**config.mk**
```make
export PLATFORM = sky130hd
export DESIGN_NAME = qrg_pulse_gate
export DESIGN_NICKNAME = d
export VERILOG_FILES = /design/src/qrg_pkg.sv /design/src/qrg_det_if.sv /design/src/qrg_pulse_gate.sv /design/src/qrg_preamble_det.sv
export SDC_FILE = /design/constraint.sdc
export NUM_CORES = 1
export LEC_CHECK = 0
export ABC_AREA = 1
export BUFFER_PORTS_ARGS = -buffer_cell sky130_fd_sc_hd__buf_4
export CORE_MARGIN = 5
export CORE_UTILIZATION = 54
export DETAILED_ROUTE_END_ITERATION = 10
export PLACE_DENSITY = 0.85
export RECOVER_POWER = 100
export SYNTH_ARGS = -nofsm -noshare
export SYNTH_HDL_FRONTEND = slang
export SYNTH_SLANG_ARGS = --single-unit
```
**constraint.sdc**
```tcl
create_clock -name clock_i -period 1.4 [get_ports clock_i]
set_input_delay 0.35 -clock clock_i [delete_from_list [all_inputs] [get_ports clock_i]]
set_output_delay 0.35 -clock clock_i [all_outputs]
set_load 0.01 [all_outputs]
```
**src/qrg_pkg.sv**
```systemverilog
// shared constants and types for the qualified read gate pulse gate
`default_nettype none
package qrg_pkg;
	// consecutive preamble pulses needed before lock is flagged
	localparam int unsigned LOCK_PULSES = 16;
	localparam int unsigned STREAK_W    = 5;
	localparam logic [4:0]  LOCK_COUNT  = 5'h10;
	localparam logic [4:0]  STREAK_RST  = 5'h00;
	localparam logic [4:0]  STREAK_ONE  = 5'h01;
	// comparator operating modes
	typedef enum logic [1:0] {
		QRG_NONREAD,
		QRG_ACQUIRE,
		QRG_LOCKED
	} qrg_mode_t;
endpackage
`default_nettype wire

```
**src/qrg_det_if.sv**
```systemverilog
// link between the pulse gate top and its preamble pulse counter
`default_nettype none
interface qrg_det_if;
	logic       data_pulse;
	logic       osc_edge;
	logic       read_mode;
	logic       lock_done;
	logic [4:0] streak;
	modport top (output data_pulse, output osc_edge, output read_mode,
		input lock_done, input streak);
	modport det (input data_pulse, input osc_edge, input read_mode,
		output lock_done, output streak);
endinterface
`default_nettype wire

```
**src/qrg_pulse_gate.sv**
```systemverilog
// pulse gate: comparator input selection and lock sequencing
// Functional notes
// on lock, feedback select moves from halved oscillator to gated pulse
// once phase-only, oscillator pulse passes only after a data pulse
// locked read of data field compares phase only
// read window low: phase-frequency compare against the reference
// read mode keeps phase-frequency until lock is indicated
// controller raises the read window only over preamble
// controller holds read window low four byte times to settle
// controller waits 2.5 byte times of preamble before raising window
// controller needs five byte times of preamble or restarts settle
// confirmed preamble activates lock; controller then seeks address mark (controller model only holds the window, with no address mark search)
// no address mark found sends controller back to settle (controller model leaves the window after confirmation only when run_i drops)
// lock activates after sixteen consecutive preamble pulses in read mode
// non-read, unlocked: compare halved reference with halved oscillator
// read, unlocked: compare encoded data with halved oscillator
// controller counts byte times as eight bits, restarts on settle
`default_nettype none
module qrg_pulse_gate
	import qrg_pkg::*;
(
	input  wire logic clock_i,
	input  wire logic reset_n_i,
	input  wire logic read_window_i,         // read gate from controller
	input  wire logic encoded_data_i,        // one-cycle raw data pulse
	input  wire logic double_rate_reference_i, // sampled reference clock
	input  wire logic oscillator_i,          // sampled oscillator clock
	output logic      cmp_ref_o,             // comparator reference input
	output logic      cmp_fb_o,              // comparator feedback input
	output logic      phase_only_o,          // high in phase-only mode
	output logic      lock_detected_o,       // lock indication, high active
	output logic      read_mode_o            // internal read window
);
	import qrg_pkg::*;

	qrg_det_if dif ();

	qrg_mode_t mode_r;
	qrg_mode_t mode_nxt;
	logic      rw_r;
	logic      osc_q_r;
	logic      ref_q_r;
	logic      osc_half_r;
	logic      osc_half_nxt;
	logic      ref_half_r;
	logic      ref_half_nxt;
	logic      arm_r;
	logic      arm_nxt;
	logic      gated_r;
	logic      gated_nxt;
	logic      cmp_ref_nxt;
	logic      cmp_fb_nxt;
	logic      osc_rise;
	logic      ref_rise;
	logic      osc_half_rise;

	////////////////////////////////////////////////////////////////////
	// phase-only operation belongs to the locked state alone
	function automatic logic locked_mode(qrg_mode_t m);
		return m == QRG_LOCKED;
	endfunction

	////////////////////////////////////////////////////////////////////
	// edge detect and halving of the sampled clocks
	assign osc_rise      = oscillator_i & ~osc_q_r;
	assign ref_rise      = double_rate_reference_i & ~ref_q_r;
	assign osc_half_rise = osc_rise & ~osc_half_r;

	always_comb begin
		osc_half_nxt = osc_half_r ^ osc_rise;
		ref_half_nxt = ref_half_r ^ ref_rise;
	end

	always_ff @(posedge clock_i or negedge reset_n_i) begin
		if (!reset_n_i) begin
			osc_q_r    <= 1'b0;
			ref_q_r    <= 1'b0;
			osc_half_r <= 1'b0;
			ref_half_r <= 1'b0;
			rw_r       <= 1'b0;
		end else begin
			osc_q_r    <= oscillator_i;
			ref_q_r    <= double_rate_reference_i;
			osc_half_r <= osc_half_nxt;
			ref_half_r <= ref_half_nxt;
			rw_r       <= read_window_i;
		end
	end

	////////////////////////////////////////////////////////////////////
	// preamble counter
	assign dif.data_pulse = encoded_data_i;
	assign dif.osc_edge   = osc_half_rise;
	assign dif.read_mode  = rw_r;

	qrg_preamble_det u_det (
		.clock_i   (clock_i),
		.reset_n_i (reset_n_i),
		.dif       (dif)
	);

	////////////////////////////////////////////////////////////////////
	// mode sequencing: non-read, acquire, locked
	always_comb begin
		mode_nxt = mode_r;
		unique case (mode_r)
			QRG_NONREAD: begin
				if (rw_r)
					mode_nxt = QRG_ACQUIRE;
			end
			QRG_ACQUIRE: begin
				if (!rw_r)
					mode_nxt = QRG_NONREAD;
				else if (dif.lock_done)
					mode_nxt = QRG_LOCKED;
			end
			QRG_LOCKED: begin
				if (!rw_r)
					mode_nxt = QRG_NONREAD;
			end
			default: mode_nxt = QRG_NONREAD;
		endcase
	end

	always_ff @(posedge clock_i or negedge reset_n_i) begin
		if (!reset_n_i)
			mode_r <= QRG_NONREAD;
		else
			mode_r <= mode_nxt;
	end

	////////////////////////////////////////////////////////////////////
	// data-gated oscillator pulse: arm on data, fire on oscillator edge
	always_comb begin
		arm_nxt   = arm_r;
		gated_nxt = 1'b0;
		if (!locked_mode(mode_r)) begin
			arm_nxt = 1'b0;
		end else begin
			if (osc_rise && arm_r) begin
				gated_nxt = 1'b1;
				arm_nxt   = 1'b0;
			end
			if (encoded_data_i)
				arm_nxt = 1'b1; // new pulse wins over the clear
		end
	end

	always_ff @(posedge clock_i or negedge reset_n_i) begin
		if (!reset_n_i) begin
			arm_r   <= 1'b0;
			gated_r <= 1'b0;
		end else begin
			arm_r   <= arm_nxt;
			gated_r <= gated_nxt;
		end
	end

	////////////////////////////////////////////////////////////////////
	// comparator input multiplexers, registered
	always_comb begin
		cmp_ref_nxt = (mode_r == QRG_NONREAD) ? ref_half_r
			: encoded_data_i;
		cmp_fb_nxt  = locked_mode(mode_r) ? gated_r
			: osc_half_r;
	end

	always_ff @(posedge clock_i or negedge reset_n_i) begin
		if (!reset_n_i) begin
			cmp_ref_o <= 1'b0;
			cmp_fb_o  <= 1'b0;
		end else begin
			cmp_ref_o <= cmp_ref_nxt;
			cmp_fb_o  <= cmp_fb_nxt;
		end
	end

	assign lock_detected_o = locked_mode(mode_r);
	assign phase_only_o    = locked_mode(mode_r);
	assign read_mode_o     = rw_r;
endmodule
`default_nettype wire

```
**src/qrg_preamble_det.sv**
```systemverilog
// counts consecutive preamble pulses, one per halved oscillator period
`default_nettype none
module qrg_preamble_det
	import qrg_pkg::*;
(
	input  wire logic clock_i,
	input  wire logic reset_n_i,
	qrg_det_if.det    dif
);
	import qrg_pkg::*;

	logic [4:0] streak_r;
	logic [4:0] streak_nxt;
	logic       seen_r;
	logic       seen_nxt;

	////////////////////////////////////////////////////////////////////
	// a period with no pulse breaks the streak; count saturates at lock
	always_comb begin
		streak_nxt = streak_r;
		seen_nxt   = seen_r;
		if (!dif.read_mode) begin
			streak_nxt = STREAK_RST;
			seen_nxt   = 1'b0;
		end else begin
			if (dif.osc_edge) begin
				if (!seen_r && !dif.data_pulse)
					streak_nxt = STREAK_RST; // missing pulse
				seen_nxt = dif.data_pulse;
			end else if (dif.data_pulse) begin
				seen_nxt = 1'b1;
			end
			if (dif.data_pulse && streak_r != LOCK_COUNT)
				streak_nxt = streak_r + STREAK_ONE;
		end
	end

	always_ff @(posedge clock_i or negedge reset_n_i) begin
		if (!reset_n_i) begin
			streak_r <= STREAK_RST;
			seen_r   <= 1'b0;
		end else begin
			streak_r <= streak_nxt;
			seen_r   <= seen_nxt;
		end
	end

	assign dif.streak    = streak_r;
	assign dif.lock_done = (streak_r == LOCK_COUNT);
endmodule
`default_nettype wire

```
---- After elaboration in Yosys (flattened, before gate mapping) ----
Cells that the tools add are included.
word-level totals
  bits in registers ....................... 17
  input bits .............................. 6
  output and inout bits ................... 5
  logic and storage cells ................. 59
cells by class
  add/sub/neg operators ................... 1
  equality and inequality tests ........... 11
  multiplexer cells ....................... 19
  bitwise logic cells ..................... 8
  reductions and logical operators ........ 8
operators with widths
  operator               count
  $mux W5                4
  $mux W1                10
  $mux W2                4
  $ne A3 B2 Y1 const B   2
  $ne A3 B3 Y1 const B   2
  $pmux W2 S3            1
  $add A5 B1 Y5 const B  1
  $eq A5 B5 Y1 const B   1
  $ne A5 B5 Y1 const B   1
  $ne A2 B2 Y1 const B   2
  $and A1 B1 Y1          3
  $logic_and A1 B1 Y1    3
  $ne A3 B1 Y1 const B   1
  $not A1 Y1             3
  $reduce_and A3 Y1      1
  $eq A2 B1 Y1 const B   1
  $eq A2 B2 Y1 const B   1
  $logic_not A1 Y1       2
  $logic_not A2 Y1       1
  $reduce_and A2 Y1      1
  $xor A1 B1 Y1          2

---- Logic depth before layout (Yosys ltp) ----
Gate-level depths: netlist of the first run.
  word-level depth ........................ 6
  gate-level depth with buffers ........... 9
  mapped depth without buffers ............ 9

---- By module ----
Synthesis of the first run repeated with hierarchy kept, for this count alone.
unflattened totals
  cell total of the unflattened synthesis .. 94
  area total of the unflattened synthesis .. 815.8 µm²
by module, submodules not included
  module            instances  cells each  area each (µm²)  sequential area each (µm²)
  qrg_pulse_gate    1          42          422.9            275.3
  qrg_preamble_det  1          52          392.9            150.1

---- Least setup slack after synthesis of the first run ----
Ideal clock, no wire load.
  path type ............................... register to register
  from .................................... register u_det.streak_r[0] (netlist: u_det.dif.streak[0])
  to ...................................... register u_det.streak_r[3] (netlist: u_det.dif.streak[3])
  library setup time ...................... 0.065 ns
  data arrival time ....................... 1.113 ns
  data required time ...................... 1.335 ns
  path slack .............................. 0.222 ns
  cell stages (with the launch flop) ...... 10
  buffers on the path ..................... 0
  clock period less this slack ............ 1.178 ns
  path through ............................ dfrtp_1 -> inv_1 -> ha_1 -> nand2_1 -> clkinv_1 -> nand2_4 -> nand2_4 -> nor2_4 -> nand2_1 -> nand2_1
on the way
  word-level cells in the longest chain between the ends .. 4
  elaborated cells between the ends (all ways) .. 8
  classes of those cells .................. add/sub (1); eq/ne (3); mux (2); reduce/logical (2)
RTL lines
  item                                                   RTL line                source
  start, declared                                        qrg_preamble_det.sv:12  logic [4:0] streak_r;
  start signal, assigned                                 qrg_preamble_det.sv:43  streak_r <= streak_nxt;
  branches (longest 4 deep; another with $add A5 B1 Y5)  -
Parallel ways; which one is timed is not known.
A chain may end at the register's enable or synchronous reset.

---- Final worst setup path of the first run ----
  from .................................... register mode_r[0]
  to ...................................... output phase_only_o
on the way
  word-level cells in the longest chain between the ends .. 1
RTL lines
  item                    RTL line               source
  start, declared         qrg_pulse_gate.sv:38   qrg_mode_t mode_r;
  start signal, assigned  qrg_pulse_gate.sv:129  mode_r <= mode_nxt;
  $eq A2 B2 Y1            qrg_pulse_gate.sv:60   return m == QRG_LOCKED;
  end, declared           qrg_pulse_gate.sv:30   output logic phase_only_o,
No other way between the ends.

==> impl_metrics.csv, run 1 <==
group,metric,value,unit
critical_path,critPathKind,"flip-flop to output port",
placement,dpl.hpwl,1140,um
power,p_per_area,1100,mW/mm2
synth,avgSynthCellArea,9.40,um2
sta,worst_slack,0.0624,ns
floorplan,core_area,0.00145,mm2
drt,vias,630,
grt,antenna_found_initial,0,
final_layout,layout-drive-gt1-share,21.6,%
sta,period_minus_slack,1.34,ns
floorplan,initial_core_util,55.6,%
critical_path,required,1.05,ns
drt,dr.first_iter.drc_count,19,
sta,max_freq,0.748,GHz
drt,drt-total-wl,1520,um
final_layout,final_core_util,63.5,%
synth,synth.top_cell.area_share,52.6,%
power,irDropWorstVdd,0.000652,V
floorplan,die_h,48.7,um
min_path,hold_depth,1,
final_layout,final_nets,112,
placement,dp_slack,0.0675,ns
grt,overflow,0,
final_layout,area_delta_synth_final,14.2,%
placement,dpl_cell_area,892,um2
sta,finalHoldViolations,0,
status,outcome,"finished, final reports clean",
critical_path,r2r_start,"u_det.dif.streak[0]",
synth,synth.cell_area,808,um2
flow_run,cap_violations,0,
clock_tree,cts.clk_slew.worst_paths,0.09,ns
synth,ys_ff_latch,17,
sta,worst_slew_pin_slew,0.405,ns
grt,grt_pass1_vias,588,
final_layout,stdcell_area,923,um2
placement,gp_congestion,0.843,
critical_path,reg2reg_to,"u_det.dif.streak[3]",
final_layout,final_cell_mix,"20 x nand2_1, 17 x dfrtp_1, 10 x inv_1",
synth,yosysTopAreaCell,"dfrtp_1",
drt,drc,0,
clock_tree,cts.sinks,17,
drt,drt-wirelength-per-cell,12.9,um
synth,synth-seq-area-share,52.6,%
floorplan,rows,14,
clock_tree,cts_buffers,3,
drt,ant_nets,0,
critical_path,ff2ff_setup_slack,0.10,ns
synth,synth_area_leaders,"dfrtp_1 53%, nand2_1 8.8%, nand3_1 5.0%",
synth,yosysWarnings,0,
placement,port_buffers,10,
power,p_leak,0.478,nW
sta,relSlewSlack,73.0,%
sta,finalSetupTns,0,ns
grt,grt_pass1_wl,2550,um
critical_path,path_max_fanout,4,
clock_tree,htreeDepth,1,
sta,rsz0062_at_grt,"no",
clock_tree,clk_latency,0.28,ns
min_path,hold_path_startpoint,"read_window_i",
clock_tree,cts.path.max_buffers,2,
critical_path,r2r_cells,9,
clock_tree,cts_tree,"yes",
sta,finalSetupViolations,0,
power,power,1.02,mW
critical_path,worstPathArrival,0.99,ns
critical_path,endpoint_kind,"output port",
sta,skew,0.00200,ns
final_layout,insertedDiodeCount,0,
final_layout,layout_commonest_cell,"nand2_1",
synth,syn_nets,95,
floorplan,die_w,48.7,um
synth,synth_cell_types,22,
drt,vias_per_cell,5.34,
sta,slew_viol_final,0,
grt,grtUsageTotal,13.6,%
grt,grt_max_degree,18,
sta,min_period_over_period,95.5,%
clock_tree,cts_root_buf,"clkbuf_4",
floorplan,fp.dieArea,0.00237,mm2
floorplan,num_io_pins,11,
drt,dr.pass1.iters,4,
critical_path,startpoint_type,"flip-flop",
min_path,hold_class,"primary input to flip-flop",
synth,syn_inst,86,
min_path,min_to,"read_mode_o",
[where the power goes]
group	switching, mW	internal (mW)	total (mW)
Clock	0.147	0.111	0.257
Sequential	0.0343	0.556	0.590
Combinational	0.0972	0.0718	0.169
[state kept, by name (all words and copies together), names as in the netlist]
name / flops
gated_r: 1
cmp_fb_o: 1
read_mode_o: 1
osc_half_r: 1
u_det.seen_r: 1
mode_r: 2
cmp_ref_o: 1
u_det.dif.streak: 5
ref_half_r: 1
osc_q_r: 1
arm_r: 1
ref_q_r: 1
[repair_timing]
action	CTS	global route
endpoints found under the setup margin	0	7
hold buffers	1	0
setup buffers	0	2
gates resized for setup	0	1
endpoints found under the hold margin	17	0
[critical path: stages (launching register included)]
cell and delay (ns):
dfrtp_1 0.43, nor2_2 0.13, buf_4 0.14
[area by class of cell]
cell class | count | area [um2]
sequential | 17 | 425
multi-input combinational | 54 | 313
clock buffer | 4 | 26.3
inverter | 13 | 48.8
fill | 126 | 531
timing repair buffer | 14 | 90.1
tap | 16 | 20.0
[synth_stat cells]
| library cell | number |
|---|---|
| a31oi_1 | 1 |
| buf_4 | 1 |
| buf_6 | 1 |
| clkinv_1 | 1 |
| dfrtp_1 | 17 |
| ha_1 | 3 |
| inv_1 | 9 |
| inv_2 | 3 |
| nand2_1 | 19 |
| nand2_2 | 2 |
| nand2_4 | 3 |
| nand3_1 | 8 |
| nand4_1 | 4 |
| nor2_1 | 4 |
| nor2_2 | 1 |
| nor2_4 | 2 |
| nor3_1 | 1 |
| o21ai_0 | 1 |
| o21ai_1 | 1 |
| o22ai_1 | 2 |
| xnor2_1 | 1 |
| xor2_1 | 1 |
[stage by stage]
stage,cells,hold WS (ns)
after detailed placement,111,0.223
after floorplan,86,0.0544
after CTS,116,0.155
after global placement,111,0.220
after global routing,118,0.171
final,118,0.186
[how the worst max path moves through the flow]
stage	cells past startpoint	startpoint	slack, ns	end
after CTS	2	mode_r[0]	0.01	phase_only_o
after global placement	9	u_det.dif.streak[0]	0.13	u_det.dif.streak[3]
final	2	mode_r[0]	0.06	phase_only_o
after global routing	2	mode_r[0]	0.01	phase_only_o
after floorplan	9	u_det.dif.streak[0]	0.22	u_det.dif.streak[3]
after detailed placement	9	u_det.dif.streak[0]	0.07	u_det.dif.streak[3]
[cell families (layout without fill, tap and decap cells)]
group | count (synthesis) | after routing | synth area share (%)
AND/OR/NAND/NOR | 44 | 44 | 28.6
XOR/XNOR | 2 | 2 | 2.17
AO/OA/AOI/OAI | 5 | 5 | 3.56
flip-flops | 17 | 17 | 52.6
adder cells (fa/ha/maj) | 3 | 3 | 4.64
buffers and inverters | 15 | 31 | 8.36
[per-layer routing]
metal | global-route usage, % | wire [um] | up-vias
met5 | 0 | 0 | -
met3 | 2.76 | 75 | 4
li1 | - | - | 305
met4 | 5.38 | 22 | 0
met2 | 23.7 | 791 | 22
met1 | 16.1 | 633 | 299
Power figures use the tool's default switching activity.
==> run 2: changes to the inputs <==
RECOVER_POWER = 50   (was 100)
==> impl_metrics.csv, run 2 (same netlist as run 1, synthesis figures left out) <==
group,metric,value,unit
placement,gp_congestion,0.843,
clock_tree,cts.sinks,17,
placement,dp_slack,0.0675,ns
sta,finalHoldViolations,0,
sta,skew,0.00114,ns
drt,drt-total-wl,1510,um
final_layout,layout-drive-gt1-share,26.5,%
final_layout,area_delta_synth_final,15.9,%
grt,grt_pass1_wl,2550,um
critical_path,ff2ff_setup_slack,0.13,ns
status,outcome,"finished, final reports clean",
drt,vias,614,
min_path,min_to,"read_mode_o",
power,p_sw_share,26.8,%
clock_tree,cts.path.max_buffers,2,
power,p_per_area,1100,mW/mm2
final_layout,final_cell_mix,"19 x nand2_1, 17 x dfrtp_1, 9 x inv_1, 9 x buf_4, 8 x nand3_1",
power,clkPwrFrac,24.7,%
drt,drc,0,
grt,grt_max_degree,18,
final_layout,largest_reg_flops,5,
clock_tree,cts_tree,"yes",
clock_tree,cts.clk_slew.worst_paths,0.09,ns
sta,slew_viol_final,0,
floorplan,rows,14,
sta,max_freq,0.740,GHz
power,combPwrFrac,18.2,%
placement,dpl.hpwl,1140,um
floorplan,core_area,0.00145,mm2
sta,min_period_over_period,96.5,%
power,power.internal,757,uW
critical_path,endpoint_kind,"output port",
grt,antenna_found_initial,0,
drt,dr.first_iter.drc_count,14,
floorplan,die_h,48.7,um
critical_path,startpoint_type,"flip-flop",
grt,grt_pass1_vias,588,
critical_path,worstPathArrival,1.00,ns
sta,worst_slew_pin_slew,0.407,ns
final_layout,insertedDiodeCount,0,
floorplan,initial_core_util,55.6,%
sta,finalSetupTns,0,ns
flow_run,cap_violations,0,
sta,relSlewSlack,72.8,%
grt,grtUsageTotal,13.6,%
clock_tree,htreeDepth,1,
sta,finalSetupViolations,0,
critical_path,r2r_start,"u_det.dif.streak[0]",
drt,ant_nets,0,
critical_path,reg2reg_to,"u_det.dif.streak[3]",
drt,vias_per_cell,5.20,
power,p_leak,0.487,nW
power,power,1.04,mW
drt,top_layer,"met4",
sta,worst_slack,0.0493,ns
drt,m1WireLength,639,um
drt,wl_met2,789,um
grt,overflow,0,
drt,dr.pass1.iters,5,
power,switchingPower,278,uW
floorplan,fp.dieArea,0.00237,mm2
sta,period_minus_slack,1.35,ns
final_layout,layout_commonest_cell,"nand2_1",
critical_path,required,1.05,ns
clock_tree,clk_latency,0.28,ns
floorplan,die_w,48.7,um
critical_path,r2r_cells,9,
placement,port_buffers,10,
drt,drt-wirelength-per-cell,12.8,um
clock_tree,cts_root_buf,"clkbuf_4",
critical_path,path_max_fanout,4,
floorplan,num_io_pins,11,
critical_path,critPathKind,"flip-flop to output port",
min_path,hold_path_startpoint,"read_window_i",
sta,rsz0062_at_grt,"no",
clock_tree,cts_buffers,3,
power,irDropWorstVdd,0.000656,V
final_layout,final_nets,112,
min_path,hold_class,"primary input to flip-flop",
min_path,hold_depth,1,
drt,dr_wl_met3,57,um
power,p_seq_share,57.1,%
[run 2: final cells by class]
cell class,instances,area (um2)
Multi-Input combinational cell,54,315
Tap cell,16,20.0
Inverter,13,48.8
Clock buffer,4,26.3
Sequential cell,17,425
Fill cell,121,517
Timing Repair Buffer,14,101
[run 2: worst max-delay path: stages (launching register included)]
cell	delay, ns
dfrtp_1	0.43
nor2_2	0.14
buf_4	0.14
[run 2: how the worst max path moves through the flow]
| stage | from | to | slack (ns) | cells after the start |
|---|---|---|---|---|
| final | mode_r[0] | phase_only_o | 0.05 | 2 |
| after global routing | mode_r[0] | phase_only_o | 0.006 | 2 |
| after CTS | mode_r[0] | phase_only_o | 0.01 | 2 |
| after detailed placement | u_det.dif.streak[0] | u_det.dif.streak[3] | 0.07 | 9 |
| after global placement | u_det.dif.streak[0] | u_det.dif.streak[3] | 0.13 | 9 |
| after floorplan | u_det.dif.streak[0] | u_det.dif.streak[3] | 0.22 | 9 |
[run 2: per-layer routing]
| layer | vias up | global-route usage (%) |
|---|---|---|
| met5 | - | 0 |
| li1 | 305 | - |
| met4 | 0 | 5.38 |
| met2 | 17 | 23.7 |
| met3 | 4 | 2.76 |
| met1 | 288 | 16.1 |
[run 2: power by group through the flow]
stage	sequential [mW]	combinational, mW	clock (mW)
CTS	0.592	0.184	0.266
floorplan	0.607	0.0934	0
detailed placement	0.602	0.181	0
global route	0.601	0.214	0.289
global placement	0.600	0.174	0
finish	0.591	0.188	0.256
[run 2: stage by stage]
stage                     cells  hold WS, ns  instance area (um2)  util, %
after floorplan              86       0.0544                  808        -
final                       118        0.186                  937     64.5
after global routing        118        0.171                  937     64.5
after CTS                   116        0.155                  928     63.9
after detailed placement    111        0.223                  892     61.4
after global placement      111        0.220                  892     61.4
[run 2: repair_timing]
action / in CTS / in global routing
hold buffers: 1 / 0
buffers inserted: 0 / 2
hold endpoints to repair: 17 / 0
gates resized for setup: 0 / 1
endpoints found under the setup margin: 0 / 7
==> run 3: changes to the inputs <==
CELL_PAD_IN_SITES_DETAIL_PLACEMENT = 1   (was not set)
CELL_PAD_IN_SITES_GLOBAL_PLACEMENT = 2   (was not set)
CORE_MARGIN = not set   (was 5)
CORE_UTILIZATION = 30   (was 54)
PLACE_DENSITY = 0.77   (was 0.85)
==> impl_metrics.csv, run 3 (same netlist as run 1, synthesis figures left out) <==
group,metric,value,unit
status,outcome,"finished, final reports clean",
power,combPwrFrac,19.3,%
clock_tree,clk_latency,0.30,ns
power,clkPwrFrac,24.8,%
sta,finalSetupViolations,0,
power,p_per_area,1090,mW/mm2
final_layout,layout-drive-gt1-share,28.8,%
final_layout,layout_commonest_cell,"nand2_1",
sta,finalHoldViolations,0,
final_layout,insertedDiodeCount,0,
clock_tree,cts.path.max_buffers,2,
clock_tree,cts_buffers,3,
grt,antenna_found_initial,0,
final_layout,nFillCells,311,
clock_tree,cts.sinks,17,
final_layout,stdcell_area,975,um2
placement,dpl.hpwl,1200,um
flow_run,cap_violations,0,
floorplan,die_h,53.9,um
drt,drt-wirelength-per-cell,12.3,um
sta,period_minus_slack,1.37,ns
sta,rsz0062_at_grt,"yes",
sta,slew_viol_final,0,
critical_path,required,1.05,ns
power,irDropWorstVdd,0.000582,V
critical_path,path_max_fanout,4,
drt,ant_nets,0,
sta,min_period_over_period,97.7,%
final_layout,multiInputGateArea,315,um2
grt,grt_max_degree,18,
power,power.internal,765,uW
clock_tree,cts_tree,"yes",
drt,dr.first_iter.drc_count,7,
floorplan,die_w,53.9,um
floorplan,initial_core_util,32.0,%
critical_path,worstPathArrival,1.02,ns
critical_path,startpoint_type,"flip-flop",
critical_path,endpoint_kind,"output port",
critical_path,r2r_cells,9,
sta,skew,0.00447,ns
floorplan,rows,18,
drt,vias,606,
final_layout,area_delta_synth_final,20.6,%
power,power,1.07,mW
final_layout,regArea,427,um2
sta,worst_slew_pin_slew,0.438,ns
final_layout,final_nets,114,
placement,port_buffers,10,
power,p_sw_share,28.2,%
final_layout,largest_reg_flops,5,
floorplan,core_area,0.00252,mm2
sta,finalSetupTns,0,ns
critical_path,ff2ff_setup_slack,0.13,ns
clock_tree,cts.clk_slew.worst_paths,0.10,ns
power,p_leak,0.494,nW
floorplan,num_io_pins,11,
drt,drt-total-wl,1650,um
grt,grtUsageTotal,14.4,%
grt,grt_pass1_wl,2800,um
min_path,hold_class,"primary input to flip-flop",
power,p_seq_share,55.9,%
floorplan,fp.dieArea,0.00291,mm2
clock_tree,cts_root_buf,"clkbuf_4",
placement,dpl_cell_area,910,um2
grt,overflow,0,
min_path,hold_depth,1,
drt,vias_per_cell,4.52,
grt,grt_pass1_vias,572,
clock_tree,htreeDepth,1,
power,switchingPower,301,uW
final_layout,final_cell_mix,"19 x nand2_1, 16 x dfrtp_1, 11 x buf_4",
sta,hold_ws,0.180,ns
final_layout,final_core_util,38.6,%
placement,gp_congestion,0.726,
drt,dr.pass1.iters,2,
drt,drc,0,
sta,max_freq,0.731,GHz
critical_path,critPathKind,"flip-flop to output port",
sta,relSlewSlack,70.8,%
[run 3: path summary, 6_finish.rpt]
| kind | start | end |
|---|---|---|
| max reg2reg | u_det.dif.streak[1] | u_det.dif.streak[2] |
| min in group asynchronous | reset_n_i | mode_r[0] |
| max | mode_r[0] | phase_only_o |
| max in group asynchronous | reset_n_i | u_det.dif.streak[1] |
| min reg2reg | osc_q_r | gated_r |
| min | read_window_i | read_mode_o |
[run 3: what timing repair did]
item                                   4_1_cts  5_1_grt
endpoints found under the hold margin       17        0
buffers inserted                             0        4
gates resized for setup                      0        1
pin swaps                                    1        0
setup endpoints to repair                    2        7
hold buffers                                 1        0
[run 3: cell type report]
cell class	count	area share [%]
tap	30	3.85
multi-input combinational	54	32.3
sequential	17	43.8
inverter	13	5.01
timing repair buffer	16	12.3
clock buffer	4	2.70
[run 3: through the flow]
step / cells / setup WS (ns)
global placement: 125 / 0.0683
floorplan: 86 / 0.222
global route: 134 / -0.0162
detailed placement: 125 / 0.0444
CTS: 130 / 0.00454
finish: 134 / 0.0316
[run 3: worst max-delay path, cell delays in order, from the launching register on]
cell and delay [ns]:
dfrtp_1 0.43, nor2_2 0.15, buf_4 0.14
[run 3: power by group through the flow]
stage | clock network (mW) | registers (mW) | logic, mW
global route | 0.290 | 0.606 | 0.236
finish | 0.264 | 0.596 | 0.206
floorplan | 0 | 0.607 | 0.0934
global placement | 0 | 0.606 | 0.183
detailed placement | 0 | 0.610 | 0.191
CTS | 0.279 | 0.601 | 0.195
[run 3: routing by layer]
metal  wire length (um)  share of wire [%]  GRT usage [%]
met1                823                 50           18.5
met2                731                 44           21.0
met3                 63                3.8           5.93
met4                 28                1.7           6.58
met5                  0                  0              0
